$ cat src/bcps_defs.svh
`ifndef BCPS_DEFS_SVH
`define BCPS_DEFS_SVH

// ------------------------------------------------------------
// register byte offsets
// ------------------------------------------------------------
`define BCPS_OFS_CS_ENABLES 12'h000
`define BCPS_OFS_CS_PIN_SEL 12'h004
`define BCPS_OFS_STROBE_CTRL 12'h008

// ------------------------------------------------------------
// field positions
// ------------------------------------------------------------
`define BCPS_CS7_SEL_HI 7
`define BCPS_CS7_SEL_LO 6
`define BCPS_CS6_SEL_HI 5
`define BCPS_CS6_SEL_LO 4
`define BCPS_CS5_SEL_HI 3
`define BCPS_CS5_SEL_LO 2
`define BCPS_CS2_SEL 6
`define BCPS_BUS_STROBE_SEL 5
`define BCPS_BUS_STROBE_OE 4
`define BCPS_RW_OE 2
`define BCPS_ADDR_STROBE_OE 1

// ------------------------------------------------------------
// writable masks and reset values
// ------------------------------------------------------------
`define BCPS_PIN_SEL_MASK 8'hfc
`define BCPS_STROBE_CTRL_MASK 8'h76
`define BCPS_CS_ENABLES_RST 8'h00
`define BCPS_PIN_SEL_RST 8'h00
`define BCPS_STROBE_CTRL_RST 8'h02

`endif

$ cat src/bcps_pkg.sv
package bcps_pkg;
    // two-bit pin route for chip selects 7, 6 and 5
    typedef enum logic [1:0] {
        BCPS_ROUTE_A = 2'b00,
        BCPS_ROUTE_B = 2'b01,
        BCPS_ROUTE_BAD2 = 2'b10,
        BCPS_ROUTE_BAD3 = 2'b11
    } bcps_route_t;
    typedef logic [7:0] bcps_reg_t;
endpackage

$ cat src/bcps_cfg_if.sv
interface bcps_cfg_if;
    import bcps_pkg::*;
    bcps_reg_t cs_enables;
    bcps_reg_t cs_pin_sel;
    bcps_reg_t strobe_ctrl;
    modport regs (output cs_enables, output cs_pin_sel, output strobe_ctrl);
    modport mux (input cs_enables, input cs_pin_sel, input strobe_ctrl);
endinterface

$ cat src/bcps_regs.sv
`include "bcps_defs.svh"

module bcps_regs
    import bcps_pkg::*;
(
    input wire logic pclk,
    input wire logic presetn,
    input wire logic ext_mode,
    input wire logic psel,
    input wire logic penable,
    input wire logic pwrite,
    input wire logic [11:0] paddr,
    input wire logic [31:0] pwdata,
    output logic [31:0] prdata,
    output logic pready,
    output logic pslverr,
    bcps_cfg_if.regs cfg
);
    logic rst_seen;
    wire wr_en = psel && penable && pwrite;
    wire hit_en = paddr == `BCPS_OFS_CS_ENABLES;
    wire hit_sel = paddr == `BCPS_OFS_CS_PIN_SEL;
    wire hit_strobe = paddr == `BCPS_OFS_STROBE_CTRL;
    wire mapped = hit_en || hit_sel || hit_strobe;
    wire [7:0] rd_byte = hit_en ? cfg.cs_enables : hit_sel ? cfg.cs_pin_sel :
                         hit_strobe ? cfg.strobe_ctrl : 8'h00;

    assign pready = 1'b1;
    assign pslverr = psel && penable && !mapped;
    assign prdata = {24'h0000_00, rd_byte};

    // chip select 0 enable follows the mode strap, caught on the first clock after reset
    always_ff @(posedge pclk or negedge presetn) begin
        if (!presetn) begin
            rst_seen <= 1'b0;
        end else begin
            rst_seen <= 1'b1;
        end
    end

    always_ff @(posedge pclk or negedge presetn) begin
        if (!presetn) begin
            cfg.cs_enables <= `BCPS_CS_ENABLES_RST;
        end else if (!rst_seen) begin
            cfg.cs_enables <= {7'h00, ext_mode};
        end else if (wr_en && hit_en) begin
            cfg.cs_enables <= pwdata[7:0];
        end
    end

    always_ff @(posedge pclk or negedge presetn) begin
        if (!presetn) begin
            cfg.cs_pin_sel <= `BCPS_PIN_SEL_RST;
        end else if (wr_en && hit_sel) begin
            cfg.cs_pin_sel <= pwdata[7:0] & `BCPS_PIN_SEL_MASK;
        end
    end

    always_ff @(posedge pclk or negedge presetn) begin
        if (!presetn) begin
            cfg.strobe_ctrl <= `BCPS_STROBE_CTRL_RST;
        end else if (wr_en && hit_strobe) begin
            cfg.strobe_ctrl <= pwdata[7:0] & `BCPS_STROBE_CTRL_MASK;
        end
    end
endmodule

$ cat src/bcps_top.sv
// How it works
// - enable bit gives pin to chip select
// - cs0 enable resets to external-mode strap
// - cs7 route 00 port_b_bit3, 01 port_b_bit1
// - cs6 route 00 port_b_bit2, 01 port_b_bit1
// - cs5 route 00 port_b_bit1, 01 port_b_bit0
// - routing only acts while enabled
// - shared pin carries every routed select
// - cs2 select 0 bit2, 1 bit1
// - bus strobe on bit0 or bit6
// - bus strobe enable gates its output
// - rw direction enable gates its output
// - sdram byte control forces rw output
// - address strobe enable claims port_a_bit6
// - reserved bits read zero
`include "bcps_defs.svh"

module bcps_top
    import bcps_pkg::*;
(
    input wire logic pclk,
    input wire logic presetn,
    input wire logic ext_mode,
    input wire logic sdram_byte_ctrl,
    input wire logic psel,
    input wire logic penable,
    input wire logic pwrite,
    input wire logic [11:0] paddr,
    input wire logic [31:0] pwdata,
    output logic [31:0] prdata,
    output logic pready,
    output logic pslverr,
    input wire logic [7:0] chip_select_line_n,
    input wire logic bus_strobe_n,
    input wire logic address_strobe_n,
    input wire logic rw_direction,
    output logic [7:0] cs_pin_claim,
    output logic [3:0] port_b_func_en,
    output logic [3:0] port_b_func_out,
    output logic port_a_bit0_func_en,
    output logic port_a_bit0_func_out,
    output logic port_a_bit6_func_en,
    output logic port_a_bit6_func_out,
    output logic rw_pin_func_en,
    output logic rw_pin_func_out
);
    bcps_cfg_if cfg ();

    bcps_regs u_regs (
        .pclk(pclk),
        .presetn(presetn),
        .ext_mode(ext_mode),
        .psel(psel),
        .penable(penable),
        .pwrite(pwrite),
        .paddr(paddr),
        .pwdata(pwdata),
        .prdata(prdata),
        .pready(pready),
        .pslverr(pslverr),
        .cfg(cfg.regs)
    );

    bcps_mux u_mux (
        .pclk(pclk),
        .presetn(presetn),
        .sdram_byte_ctrl(sdram_byte_ctrl),
        .chip_select_line_n(chip_select_line_n),
        .bus_strobe_n(bus_strobe_n),
        .address_strobe_n(address_strobe_n),
        .rw_direction(rw_direction),
        .cs_pin_claim(cs_pin_claim),
        .port_b_func_en(port_b_func_en),
        .port_b_func_out(port_b_func_out),
        .port_a_bit0_func_en(port_a_bit0_func_en),
        .port_a_bit0_func_out(port_a_bit0_func_out),
        .port_a_bit6_func_en(port_a_bit6_func_en),
        .port_a_bit6_func_out(port_a_bit6_func_out),
        .rw_pin_func_en(rw_pin_func_en),
        .rw_pin_func_out(rw_pin_func_out),
        .cfg(cfg.mux)
    );
endmodule

$ cat src/bcps_mux.sv
`include "bcps_defs.svh"

module bcps_mux
    import bcps_pkg::*;
(
    input wire logic pclk,
    input wire logic presetn,
    input wire logic sdram_byte_ctrl,
    input wire logic [7:0] chip_select_line_n,
    input wire logic bus_strobe_n,
    input wire logic address_strobe_n,
    input wire logic rw_direction,
    output logic [7:0] cs_pin_claim,
    output logic [3:0] port_b_func_en,
    output logic [3:0] port_b_func_out,
    output logic port_a_bit0_func_en,
    output logic port_a_bit0_func_out,
    output logic port_a_bit6_func_en,
    output logic port_a_bit6_func_out,
    output logic rw_pin_func_en,
    output logic rw_pin_func_out,
    bcps_cfg_if.mux cfg
);
    // ------------------------------------------------------------
    // routing decode
    // ------------------------------------------------------------
    // one-hot port_b pin for a two-way route; map[cs] below holds the pins of chip select cs
    function automatic logic [3:0] route2(input logic [1:0] sel, input logic [1:0] pa,
                                          input logic [1:0] pb);
        logic [3:0] r;
        r = 4'h0;
        if (sel == BCPS_ROUTE_A) begin
            r[pa] = 1'b1;
        end else if (sel == BCPS_ROUTE_B) begin
            r[pb] = 1'b1;
        end
        return r; // prohibited codes route nowhere
    endfunction

    wire [7:0] en = cfg.cs_enables;
    wire [7:0] psel_r = cfg.cs_pin_sel;
    wire [7:0] strb = cfg.strobe_ctrl;
    wire [3:0] r7 = route2(psel_r[`BCPS_CS7_SEL_HI:`BCPS_CS7_SEL_LO], 2'd3, 2'd1);
    wire [3:0] r6 = route2(psel_r[`BCPS_CS6_SEL_HI:`BCPS_CS6_SEL_LO], 2'd2, 2'd1);
    wire [3:0] r5 = route2(psel_r[`BCPS_CS5_SEL_HI:`BCPS_CS5_SEL_LO], 2'd1, 2'd0);
    wire [3:0] r2 = strb[`BCPS_CS2_SEL] ? 4'b0010 : 4'b0100;
    // remaining selects are fixed: cs4, cs0 on bit0, cs3 bit3, cs1 bit1 (board choice)
    wire [3:0] rfix4 = 4'b0001;
    wire [3:0] rfix3 = 4'b1000;
    wire [3:0] rfix1 = 4'b0010;
    wire [3:0] rfix0 = 4'b0001;
    wire [3:0] map [8];
    assign map[7] = r7 & {4{en[7]}};
    assign map[6] = r6 & {4{en[6]}};
    assign map[5] = r5 & {4{en[5]}};
    assign map[4] = rfix4 & {4{en[4]}};
    assign map[3] = rfix3 & {4{en[3]}};
    assign map[2] = r2 & {4{en[2]}};
    assign map[1] = rfix1 & {4{en[1]}};
    assign map[0] = rfix0 & {4{en[0]}};

    logic [3:0] next_b_en;
    logic [3:0] next_b_out;
    genvar p;
    generate
        for (p = 0; p < 4; p++) begin : g_pin
            wire [7:0] hits;
            for (genvar c = 0; c < 8; c++) begin : g_cs
                assign hits[c] = map[c][p];
            end
            assign next_b_en[p] = |hits;
            assign next_b_out[p] = &(chip_select_line_n | ~hits);
        end
    endgenerate

    // ------------------------------------------------------------
    // strobes
    // ------------------------------------------------------------
    wire bus_strobe_on = strb[`BCPS_BUS_STROBE_OE];
    wire bus_strobe_alt = strb[`BCPS_BUS_STROBE_SEL];
    wire addr_strobe_on = strb[`BCPS_ADDR_STROBE_OE];
    wire next_a0_en = bus_strobe_on && !bus_strobe_alt;
    // bus strobe on port_a_bit6 takes precedence over address strobe there
    wire next_a6_en = (bus_strobe_on && bus_strobe_alt) || addr_strobe_on;
    wire next_a6_out = (bus_strobe_on && bus_strobe_alt) ? bus_strobe_n : address_strobe_n;
    wire next_rw_en = strb[`BCPS_RW_OE] || sdram_byte_ctrl;

    // registered outputs keep glitches off the pads; settings act one cycle later
    always_ff @(posedge pclk or negedge presetn) begin
        if (!presetn) begin
            cs_pin_claim <= 8'h00;
            port_b_func_en <= 4'h0;
            port_b_func_out <= 4'hf;
            port_a_bit0_func_en <= 1'b0;
            port_a_bit0_func_out <= 1'b1;
            port_a_bit6_func_en <= 1'b0;
            port_a_bit6_func_out <= 1'b1;
            rw_pin_func_en <= 1'b0;
            rw_pin_func_out <= 1'b0;
        end else begin
            cs_pin_claim <= en;
            port_b_func_en <= next_b_en;
            port_b_func_out <= next_b_out;
            port_a_bit0_func_en <= next_a0_en;
            port_a_bit0_func_out <= bus_strobe_n;
            port_a_bit6_func_en <= next_a6_en;
            port_a_bit6_func_out <= next_a6_out;
            rw_pin_func_en <= next_rw_en;
            rw_pin_func_out <= rw_direction;
        end
    end
endmodule

$ cat config.mk
export PLATFORM = sky130hd
export DESIGN_NAME = bcps_top
export DESIGN_NICKNAME = d
export VERILOG_FILES = /design/src/bcps_pkg.sv /design/src/bcps_cfg_if.sv /design/src/bcps_regs.sv /design/src/bcps_top.sv /design/src/bcps_mux.sv
export VERILOG_INCLUDE_DIRS = /design/src /design/src/src
export SDC_FILE = /design/constraint.sdc
export NUM_CORES = 1
export LEC_CHECK = 0
export BUFFER_PORTS_ARGS = -buffer_cell sky130_fd_sc_hd__buf_2
export CORE_MARGIN = 5
export CORE_UTILIZATION = 40
export CTS_BUF_LIST = sky130_fd_sc_hd__clkbuf_16
export DETAILED_ROUTE_END_ITERATION = 10
export PLACE_DENSITY = 0.78
export SLEW_MARGIN = 5
export SYNTH_ARGS = -nofsm -noshare
export SYNTH_HDL_FRONTEND = slang
export SYNTH_SLANG_ARGS = --single-unit
$ cat constraint.sdc
create_clock -name pclk -period 2.54 [get_ports pclk]
set_input_delay 0.508 -clock pclk [delete_from_list [all_inputs] [get_ports pclk]]
set_output_delay 0.508 -clock pclk [all_outputs]
set_load 0.05 [all_outputs]
# Word level (Yosys, flattened, before mapping)
# Cells that the tools add are included.
[op_classes]
addsub = 0
n_mul = 0
div = 0
n_lt_le_gt_ge = 0
n_eq_ne = 6
shifts = 0
mux = 16
n_bitwise = 12
n_reduce_logical = 26
[op_table]
columns = ["cell", "count"]
rows = [
  ["$mux 8", 4],
  ["$not 8->8", 4],
  ["$or 8x8->8", 4],
  ["$reduce_and 8->1", 4],
  ["$eq 12x3->1 const B", 1],
  ["$eq 12x4->1 const B", 1],
  ["$logic_not 12->1", 1],
  ["$mux 1", 10],
  ["$reduce_or 5->1", 2],
  ["$and 4x4->4", 2],
  ["$logic_and 1x1->1", 8],
  ["$mux 7", 1],
  ["$eq 2x1->1 const B", 3],
  ["$logic_not 2->1", 3],
  ["$reduce_or 6->1", 1],
  ["$and 2x4->4", 1],
  ["$and 3x4->4", 1],
  ["$logic_or 1x1->1", 4],
  ["$reduce_or 4->1", 1],
  ["$mux 3", 1],
  ["$logic_not 1->1", 2],
  ["$ne 2x2->1 const B", 1],
]
[totals]
regBits = 42
latchBits = 0
ram_bits = 0
rom_bits = 0
output_inout_bits = 56
elab_cells = 73
memories = 0

# Longest topological paths before layout
# Gate-level depths: netlist of the first run.
[depth]
depth_word = 7
ltp_mapped = 5

# Modules after synthesis
# From an unflattened synthesis of the first run, not the netlist that was laid out.
[unflattened]
hier_cells = 171
hier_area_um2 = 2139.6
[modules_own_cells]
columns = ["mod", "instances", "cells_each", "area_each_um2"]
rows = [
  ["bcps_regs", 1, 118, 1368.8],
  ["bcps_mux", 1, 53, 770.7],
]

# Worst setup path before layout of the first run
# Ideal clock, no wire load.
[synth_path]
path_type = "input to output"
startpoint = "in paddr[11]"
endpoint = "out prdata[6]"
t_arrival_ps = 2529
path_slack_ps = -497
stages = 5
n_path_buf = 1
path_cell_list = "or4_1 > buf_2 > nor3_1 > o21ai_0 > a2bb2oi_1"
[synth_via]
elab_chain_cells = 4
word_cells_on_any_way = 6
classes_between = "eq/ne (2); mux (3); reduce/logical (1)"
[synth_rtl]
columns = ["item", "line_no", "rtl"]
rows = [
  ["start: declaration", "bcps_top.sv:28", "input wire logic [11:0] paddr,"],
  ["$eq 12x4->1 (no source line)", "n/a", ""],
  ["$mux 7", "bcps_regs.sv:26", "hit_strobe ? cfg.strobe_ctrl : 8'h00;"],
  ["$mux 8", "bcps_regs.sv:25", "wire [7:0] rd_byte = hit_en ? cfg.cs_enables : hit_sel ? cfg.cs_pin_sel :"],
  ["$mux 8 (*)", "bcps_regs.sv:25", ""],
  ["end: declaration", "bcps_top.sv:30", "output logic [31:0] prdata,"],
]
# Every way passes the cells marked *; elsewhere a longest branch is shown, timed or not.

# Final worst setup path of the first run
[layout_path]
startpoint = "in paddr[6]"
endpoint = "out prdata[3]"
[layout_via]
elab_chain_cells = 3
word_cells_on_any_way = 4
classes_between = "eq/ne (1); mux (2); reduce/logical (1)"
[layout_rtl]
columns = ["item", "line_no"]
rows = [
  ["$eq 12x3->1 (no source line)", "n/a"],
  ["$mux 8", "bcps_regs.sv:25"],
  ["$mux 8 (*)", "bcps_regs.sv:25"],
]
# Marked as above.

==> impl_metrics.toml, run 1 <==
[logic_synthesis]
synth-seq-area-share_pct = 53.9
synth-async-reset-ratio_pct = 100
syn_area_per_cell_um2 = 11.6
synth_top_area_share_pct = 44.5
synth_largest_area_cell = "dfrtp_1"
yosys-top-cells-area = "dfrtp_1 (45%), buf_4 (9.5%), dfstp_2 (9.4%)"
synth_cell_types = 38
syn_inst = 169
synth_seq_cells = 42
synth_area_um2 = 1970
synth-edff-count = 0
yosysWarnings = 0
synthFlopType = "dfrtp_1"

[power_and_ir_drop]
p_sw_uw = 411
ir_drop_v = 0.000371
p_per_area_nw_per_um2 = 580
seq_power_share_pct = 43.1
swShare_pct = 25.8
power.leakage_uw = 0.00134
clkPwrFrac_pct = 44.7
pwr-share-comb_pct = 12.2
p_int_uw = 1180

[finish]
drive_gt1_share_pct = 48.8
antenna_cells = 0
final_core_util_pct = 57.7
syn2layout_area_growth_pct = 39.4
multi_input_area_um2 = 920
regArea_um2 = 1060
final_cell_area_um2 = 2740
final_cells = 317
num-nets-final = 311
fillers = 408

[clock_network]
htree_levels = 2
clockBufferDepth = 2
cts_tree = "built"
cts-buffers-inserted = 5
clk_pin_slew_ns = 0.06
clkSinkCount = 42
cts_root_buffer = "clkbuf_16"
clk_latency_ns = 0.28

[place]
portBuffers = 68
dp.cells = 307
gp_congestion = 0.880
placed_cell_area_um2 = 2430
dp_hpwl_mm = 3.48

[min_path]
hold_class = "in -> reg"
hold-path-cell-count = 1

[sta]
rsz0062_at_grt = "yes"
fin_crit_ns = 2.53
worst_slew_pin_slew_ns = 0.895
max_freq_ghz = 0.395
slew_violations = 0
max-slew-margin-rel_pct = 40.3
holdWs_ns = 0.329
hold_viol = 0
setup_viol = 0
finClkSkew_ns = 0.00655
period_share_pct = 99.8

[detailed_routing]
initialDrtViolationCount = 105
wl_mm = 4.79
drc_errors = 0
ant_nets = 0
dr.pass1.iters = 4
wl_per_cell_um = 15.1
viasPerCell = 4.70
vias = 1491

[global_routing]
grt_max_degree = 43
overflow = 0
antenna_found_initial = 0
grt_pass1_vias = 1597
grt_pass1_wl_mm = 7.60
grt_use_total_pct = 15.6

[die]
die_width_um = 80.1
fp.dieH_um = 80.1
design.portCount = 118
core_um2 = 4750
rows = 25
initial_core_util_pct = 41.4
dieArea_um2 = 6420

[critical_path]
crit_fanout = 3
crit_path_start_kind = "primary input"
critPathRequiredTime_ns = 2.03
end_kind = "primary output"
critPathKind = "in -> out"
reg2reg_depth = 3
worst-endpoint-arrival_ns = 2.03

[job]
drv_cap = 0

[outcome]
status = "completed"
power by group through the flow:
stage	Combinational (uW)	Sequential (uW)	Clock, uW
2_1_floorplan	135	723	0
3_3_place_gp	187	698	0
3_5_place_dp	189	697	0
4_1_cts	191	686	723
5_1_grt	206	687	756
6_report	193	686	712
cells in the final DEF, fill, tap and decap left out, drive strengths merged:
cell type / netlist / routed
o32a: 1 / 1
nand3b: 2 / 2
mux2i: 9 / 9
a2bb2oi: 4 / 4
nor2: 4 / 4
inv: 6 / 7
buf: 28 / 78
clkinvlp: 0 / 1
mux2: 12 / 12
nand2b: 5 / 5
nand4b: 2 / 2
conb: 2 / 26
nor3: 3 / 3
nor2b: 9 / 9
bufinv: 0 / 1
or3: 2 / 2
nand3: 3 / 3
nand4: 1 / 1
o22ai: 3 / 3
dfrtp: 35 / 35
a21oi: 2 / 2
o21ai: 7 / 7
clkbuf: 1 / 5
dfstp: 7 / 7
or2: 2 / 2
nand2: 10 / 10
nor3b: 1 / 1
or4b: 1 / 1
o211ai: 2 / 2
a211oi: 1 / 1
or4: 2 / 2
nor4: 2 / 2
per-layer routing:
| layer | part of all wire, % | vias to the layer above | track usage, % |
|---|---|---|---|
| li1 | - | 693 | - |
| met1 | 37 | 706 | 17.7 |
| met2 | 52 | 80 | 26.5 |
| met3 | 8.3 | 12 | 4.37 |
| met4 | 2.7 | 0 | 8.45 |
| met5 | 0 | - | 0 |
per-stage QoR:
step / total power [uW] / setup slack [ns] / setup TNS, ns
3_3_place_gp: 885 / -0.149 / -1.05
6_report: 1590 / 0.00611 / 0
4_1_cts: 1600 / -0.000612 / -0.000612
2_1_floorplan: 857 / -0.190 / -0.651
3_5_place_dp: 886 / -0.166 / -1.08
5_1_grt: 1650 / -0.0409 / -0.147
worst max-delay path, stage by stage:
cell	delay, ns
buf_2	0.10
or4_4	0.56
buf_4	0.18
or3_4	0.42
nor2_4	0.11
buf_8	0.15
worst paths after layout:
path	start	to	slack, ns
min in group asynchronous	presetn	u_mux.rw_pin_func_out	0.35
setup / recovery	paddr[6]	prdata[3]	0.006
hold reg to reg	u_regs.cfg.cs_enables[0]	u_mux.cs_pin_claim[0]	0.40
hold / removal	bus_strobe_n	u_mux.port_a_bit0_func_out	0.33
setup reg to reg	u_regs.cfg.cs_enables[5]	u_mux.port_b_func_en[1]	1.52
max in group asynchronous	presetn	u_mux.rw_pin_func_en	1.63
cell type report:
| type | count | area share, % |
|---|---|---|
| sequential | 42 | 38.7 |
| timing repair buffer | 78 | 17.8 |
| clock inverter | 3 | 1.51 |
| tap | 67 | 3.06 |
| inverter | 6 | 0.822 |
| multi-input combinational | 116 | 33.5 |
| clock buffer | 5 | 4.56 |
cells in the mapped netlist, drive strengths merged, types with 4 or more instances:
master   number
inv           6
dfrtp        35
nor2          4
mux2i         9
o21ai         7
a2bb2oi       4
nor2b         9
buf          28
nand2b        5
dfstp         7
mux2         12
nand2        10
cells by family (layout without fill, tap and decap cells):
logic type / Yosys count / in the layout / synth area share [%]
multiplexers: 21 / 21 / 11.5
other: 2 / 26 / 0.382
buffers and inverters: 35 / 92 / 11.9
AND/OR/NAND/NOR: 49 / 49 / 15.7
flip-flops: 42 / 42 / 53.9
AO/OA/AOI/OAI: 20 / 20 / 6.68
state kept, by name, summed over array words and instances (netlist names):
signal                      flops
u_mux.cs_pin_claim              8
u_mux.port_a_bit0_func_en       1
u_mux.port_a_bit0_func_out      1
u_mux.port_a_bit6_func_en       1
u_mux.port_a_bit6_func_out      1
u_mux.port_b_func_en            4
u_mux.port_b_func_out           4
u_mux.rw_pin_func_en            1
u_mux.rw_pin_func_out           1
u_regs.cfg.cs_enables           8
u_regs.cfg.cs_pin_sel           6
u_regs.cfg.strobe_ctrl          5
u_regs.rst_seen                 1
timing repair:
action | 4_1_cts | 5_1_grt
endpoints found under the setup margin | 8 | 8
pin swaps | 4 | 0
buffers inserted | 2 | 0
gates resized for setup | 19 | 18
hold buffers | 0 | 0
Power figures use the tool's default switching activity.
==> inputs of run 2 (changes only) <==
==> constraint.sdc (replaced) <==
create_clock -name pclk -period 3.1 [get_ports pclk]
set_input_delay 0.62 -clock pclk [delete_from_list [all_inputs] [get_ports pclk]]
set_output_delay 0.62 -clock pclk [all_outputs]
set_load 0.05 [all_outputs]
==> impl_metrics.toml, run 2 (synthesis gave the netlist of run 1 again) <==
[outcome]
status = "completed"

[sta]
fin_crit_ns = 2.96
max-slew-margin-rel_pct = 41.3
hold_viol = 0
rsz0062_at_grt = "no"
slew_violations = 0
finClkSkew_ns = 0.00316
tns_ns = 0
max_freq_ghz = 0.338
worst_slew_pin_slew_ns = 0.881
setup_viol = 0
period_share_pct = 95.3

[finish]
antenna_cells = 0
syn2layout_area_growth_pct = 24.6
fillers = 433
num-nets-final = 305
final_common_cell = "buf_2"
largestRegisters = "u_mux.cs_pin_claim: 8 flops, u_regs.cfg.cs_enables: 8 flops, u_regs.cfg.cs_pin_sel: 6 flops"
final_cells = 311
drive_gt1_share_pct = 41.8
layout_common_cells = "buf_2 (68), dfrtp_1 (35), conb_1 (26)"

[place]
dp.cells = 303
portBuffers = 68
gp_congestion = 0.852
dp_hpwl_mm = 3.32

[global_routing]
grt_pass1_wl_mm = 6.61
top_usage_layer = "met2"
met1_usage_pct = 17.3
grt_pass1_vias = 1378
overflow = 0
grt_max_degree = 43
grt_use_met2_pct = 20.2
antenna_found_initial = 0
use_met3_pct = 5.49
grt_use_total_pct = 13.5

[clock_network]
cts_root_buffer = "clkbuf_16"
holdBufCountCts = 0
cts.repair.resized = 0
cts_tree = "built"
clk_pin_slew_ns = 0.05
clkSinkCount = 42
clockBufferDepth = 2
htree_levels = 2
post-cts-setup-buffers = 0
clk_latency_ns = 0.28
cts-buffers-inserted = 5

[die]
rows = 25
die_width_um = 80.1
core_um2 = 4750
initial_core_util_pct = 41.4
fp.dieH_um = 80.1
dieArea_um2 = 6420
design.portCount = 118

[power_and_ir_drop]
total_power_uw = 1200
p_per_area_nw_per_um2 = 489
power.leakage_uw = 0.00127
ir_drop_v = 0.000223

[min_path]
hold_class = "reg -> reg"

[detailed_routing]
vias = 1417
drc_errors = 0
dr.pass1.iters = 4
viasPerCell = 4.56
ant_nets = 0
wl_mm = 4.27
wl_per_cell_um = 13.7
initialDrtViolationCount = 47

[critical_path]
critPathKind = "in -> out"
crit_fanout = 6
critPathRequiredTime_ns = 2.48
crit_path_start_kind = "primary input"
worst-endpoint-arrival_ns = 2.34
end_kind = "primary output"

[job]
drv_cap = 0
==> run 2: per-stage QoR <==
stage | hold slack [ns] | area, um2 | util [%] | setup WS [ns]
2_1_floorplan | 0.324 | 2070 | - | -0.112
6_report | 0.404 | 2450 | 51.5 | 0.145
5_1_grt | 0.416 | 2450 | 51.5 | 0.0362
4_1_cts | 0.407 | 2450 | 51.5 | 0.139
3_5_place_dp | 0.397 | 2310 | 48.6 | 0.142
3_3_place_gp | 0.387 | 2310 | 48.6 | 0.158
==> run 2: power breakdown <==
group | switching (uW) | internal [uW] | leakage [uW]
registers | 4.06 | 558 | 0.000550
clock network | 192 | 290 | 0.0000724
logic | 123 | 29.9 | 0.000646
total | 319 | 879 | 0.00127
==> run 2: path summary, 6_finish.rpt <==
check	startpoint	endpoint	slack, ns	cells after the start
max	paddr[11]	prdata[1]	0.14	7
min	u_regs.cfg.cs_enables[0]	u_mux.cs_pin_claim[0]	0.40	0
max reg2reg	u_regs.cfg.cs_enables[7]	u_mux.port_b_func_en[3]	2.13	2
min reg2reg	u_regs.cfg.cs_enables[0]	u_mux.cs_pin_claim[0]	0.40	0
max in group asynchronous	presetn	u_regs.rst_seen	2.09	1
min in group asynchronous	presetn	u_mux.cs_pin_claim[7]	0.46	1
==> run 2: per-layer routing <==
layer	routed length, um	share of wire [%]	vias up
met1	1750	41	662
met3	396	9.3	11
met2	2010	47	60
li1	-	-	684
met4	119	2.8	0
met5	0	0	-
==> run 2: layout make-up <==
cell class              instances  area [um2]  share of cell area, %
clock buffers                   5         125                   5.11
clock inverters                 3        12.5                  0.511
inverters                       6        22.5                  0.919
multi-input cells             116         776                   31.7
flip-flops and latches         42        1060                   43.3
well taps                      67        83.8                   3.42
repair buffers                 72         370                   15.1
==> run 2: worst max-delay path: stages <==
cell and delay (ns):
buf_2 0.09, or4_1 0.60, nor3_1 0.21, buf_4 0.17
nand2_1 0.19, o21ai_2 0.17, buf_2 0.28
==> inputs of run 3 (changes only) <==
--- a/config.mk
+++ b/config.mk
@@ -9,10 +9,10 @@
 export BUFFER_PORTS_ARGS = -buffer_cell sky130_fd_sc_hd__buf_2
 export CORE_MARGIN = 5
 export CORE_UTILIZATION = 40
-export CTS_BUF_LIST = sky130_fd_sc_hd__clkbuf_16
 export DETAILED_ROUTE_END_ITERATION = 10
 export PLACE_DENSITY = 0.78
-export SLEW_MARGIN = 5
+export REMOVE_ABC_BUFFERS = 1
+export SLEW_MARGIN = 20
 export SYNTH_ARGS = -nofsm -noshare
 export SYNTH_HDL_FRONTEND = slang
 export SYNTH_SLANG_ARGS = --single-unit
==> impl_metrics.toml, run 3 (synthesis gave the netlist of run 1 again) <==
[global_routing]
grt_pass1_wl_mm = 6.69
grt_use_total_pct = 13.8
overflow = 0
antenna_found_initial = 0
grt_max_degree = 43
grt_pass1_vias = 1377

[place]
dp.cells = 303
dp_hpwl_mm = 3.32
preCtsSetupSlack_ns = 0.117
gp_congestion = 0.856
portBuffers = 68

[detailed_routing]
drc_errors = 0
viasPerCell = 4.57
vias = 1421
dr.pass1.iters = 4
initialDrtViolationCount = 52
ant_nets = 0
wl_mm = 4.23
wl_per_cell_um = 13.6

[finish]
layout_common_cells = "buf_2 (68), dfrtp_1 (35), conb_1 (26)"
fillers = 458
final_cells = 311
final_common_cell = "buf_2"
drive_gt1_share_pct = 41.4
largestRegisters = "u_mux.cs_pin_claim: 8 flops, u_regs.cfg.cs_enables: 8 flops, u_regs.cfg.cs_pin_sel: 6 flops"
antenna_cells = 0
num-nets-final = 305
syn2layout_area_growth_pct = 24.2

[critical_path]
rrSetupSlack_ns = 2.12
critPathRequiredTime_ns = 2.48
r2r_end = "u_mux.port_b_func_out[1]"
reg2reg_depth = 3
worst-endpoint-arrival_ns = 2.36
end_kind = "primary output"
setup.worst_path.end = "prdata[1]"
crit_fanout = 6
critPathKind = "in -> out"
crit_path_start_kind = "primary input"
reg2reg_from = "u_regs.cfg.cs_enables[5]"
startpoint = "paddr[11]"

[power_and_ir_drop]
ir_drop_v = 0.000192
seq_power_share_pct = 45.4
clkPwrFrac_pct = 42.4
pwr-share-comb_pct = 12.3
p_sw_uw = 306
p_int_uw = 930
swShare_pct = 24.8
power.leakage_uw = 0.00127
total_power_uw = 1240
p_per_area_nw_per_um2 = 506

[clock_network]
cts_root_buffer = "clkbuf_8"
cts_tree = "built"
htree_levels = 2
cts-buffers-inserted = 5
post-cts-setup-buffers = 0
cts.repair.resized = 0
clk_pin_slew_ns = 0.08
holdBufCountCts = 0
clockBufferDepth = 2
clkSinkCount = 42
clk_latency_ns = 0.29

[die]
dieArea_um2 = 6420
fp.dieH_um = 80.1
initial_core_util_pct = 41.4
die_width_um = 80.1
core_um2 = 4750
design.portCount = 118
rows = 25

[job]
drv_cap = 0

[sta]
max-slew-margin-rel_pct = 39.3
finClkSkew_ns = 0.00718
worst_slew_pin_slew_ns = 0.910
setup_viol = 0
slew_violations = 0
hold_viol = 0
holdWs_ns = 0.409
rsz0062_at_grt = "no"
finalWorstSetupSlack_ns = 0.119
fin_crit_ns = 2.98
max_freq_ghz = 0.335
period_share_pct = 96.2

[outcome]
status = "completed"

[min_path]
hold_class = "reg -> reg"
hold-path-cell-count = 0
-- run 3: cell types whose count changed in the layout (fill, tap and decap cells not counted) --
cell,previous run,this run
nor2_1,3,4
a2bb2oi_1,3,4
clkinv_2,1,0
bufinv_16,0,2
clkinv_1,1,0
a2bb2oi_2,1,0
clkbuf_16,5,0
inv_1,7,6
o21ai_1,0,1
o21ai_2,1,0
nor2_2,1,0
clkbuf_8,0,6
-- run 3: per-stage QoR --
stage | TNS, ns | cell area (um2) | utilization, %
after floorplan | -0.817 | 1850 | -
after global placement | 0 | 2300 | 48.4
after detailed placement | 0 | 2300 | 48.4
after CTS | 0 | 2440 | 51.4
after global routing | 0 | 2440 | 51.4
final | 0 | 2440 | 51.4
-- run 3: metal layers --
| layer | vias up | wire length (um) | track usage [%] |
|---|---|---|---|
| met2 | 63 | 2000 | 22.1 |
| met4 | 0 | 74 | 5.57 |
| met3 | 7 | 406 | 5.16 |
| met1 | 671 | 1760 | 16.8 |
| li1 | 680 | - | - |
| met5 | - | 0 | 0 |
-- run 3: worst min path at each step --
stage                              from                    endpoint  slack [ns]
2_1_floorplan                   presetn       u_mux.cs_pin_claim[0]        0.32
3_3_place_gp   u_regs.cfg.cs_enables[0]       u_mux.cs_pin_claim[0]        0.40
3_5_place_dp   u_regs.cfg.cs_enables[1]       u_mux.cs_pin_claim[1]        0.39
4_1_cts        u_regs.cfg.cs_enables[1]       u_mux.cs_pin_claim[1]        0.41
5_1_grt                    bus_strobe_n  u_mux.port_a_bit0_func_out        0.41
6_report       u_regs.cfg.cs_enables[1]       u_mux.cs_pin_claim[1]        0.41
-- run 3: layout make-up --
| class | count | area (um2) | share of cell area (%) |
|---|---|---|---|
| multi-input cells | 116 | 763 | 31.3 |
| repair buffers | 72 | 370 | 15.2 |
| clock inverters | 2 | 60.1 | 2.46 |
| flip-flops and latches | 42 | 1060 | 43.4 |
| well taps | 67 | 83.8 | 3.43 |
| inverters | 6 | 22.5 | 0.922 |
| clock buffers | 6 | 82.6 | 3.38 |
-- run 3: power groups by stage --
stage / combinational (uW) / clock (uW) / sequential (uW)
after global placement: 151 / 0 / 572
after detailed placement: 152 / 0 / 572
after floorplan: 81.6 / 0 / 593
final: 152 / 524 / 561
after global routing: 162 / 564 / 562
after CTS: 152 / 534 / 561
-- run 3: worst max-delay path: stages --
cell     delay (ns)
buf_2          0.09
or4_1          0.62
nor3_1         0.22
buf_4          0.16
nand2_1        0.17
o21ai_1        0.19
buf_2          0.29
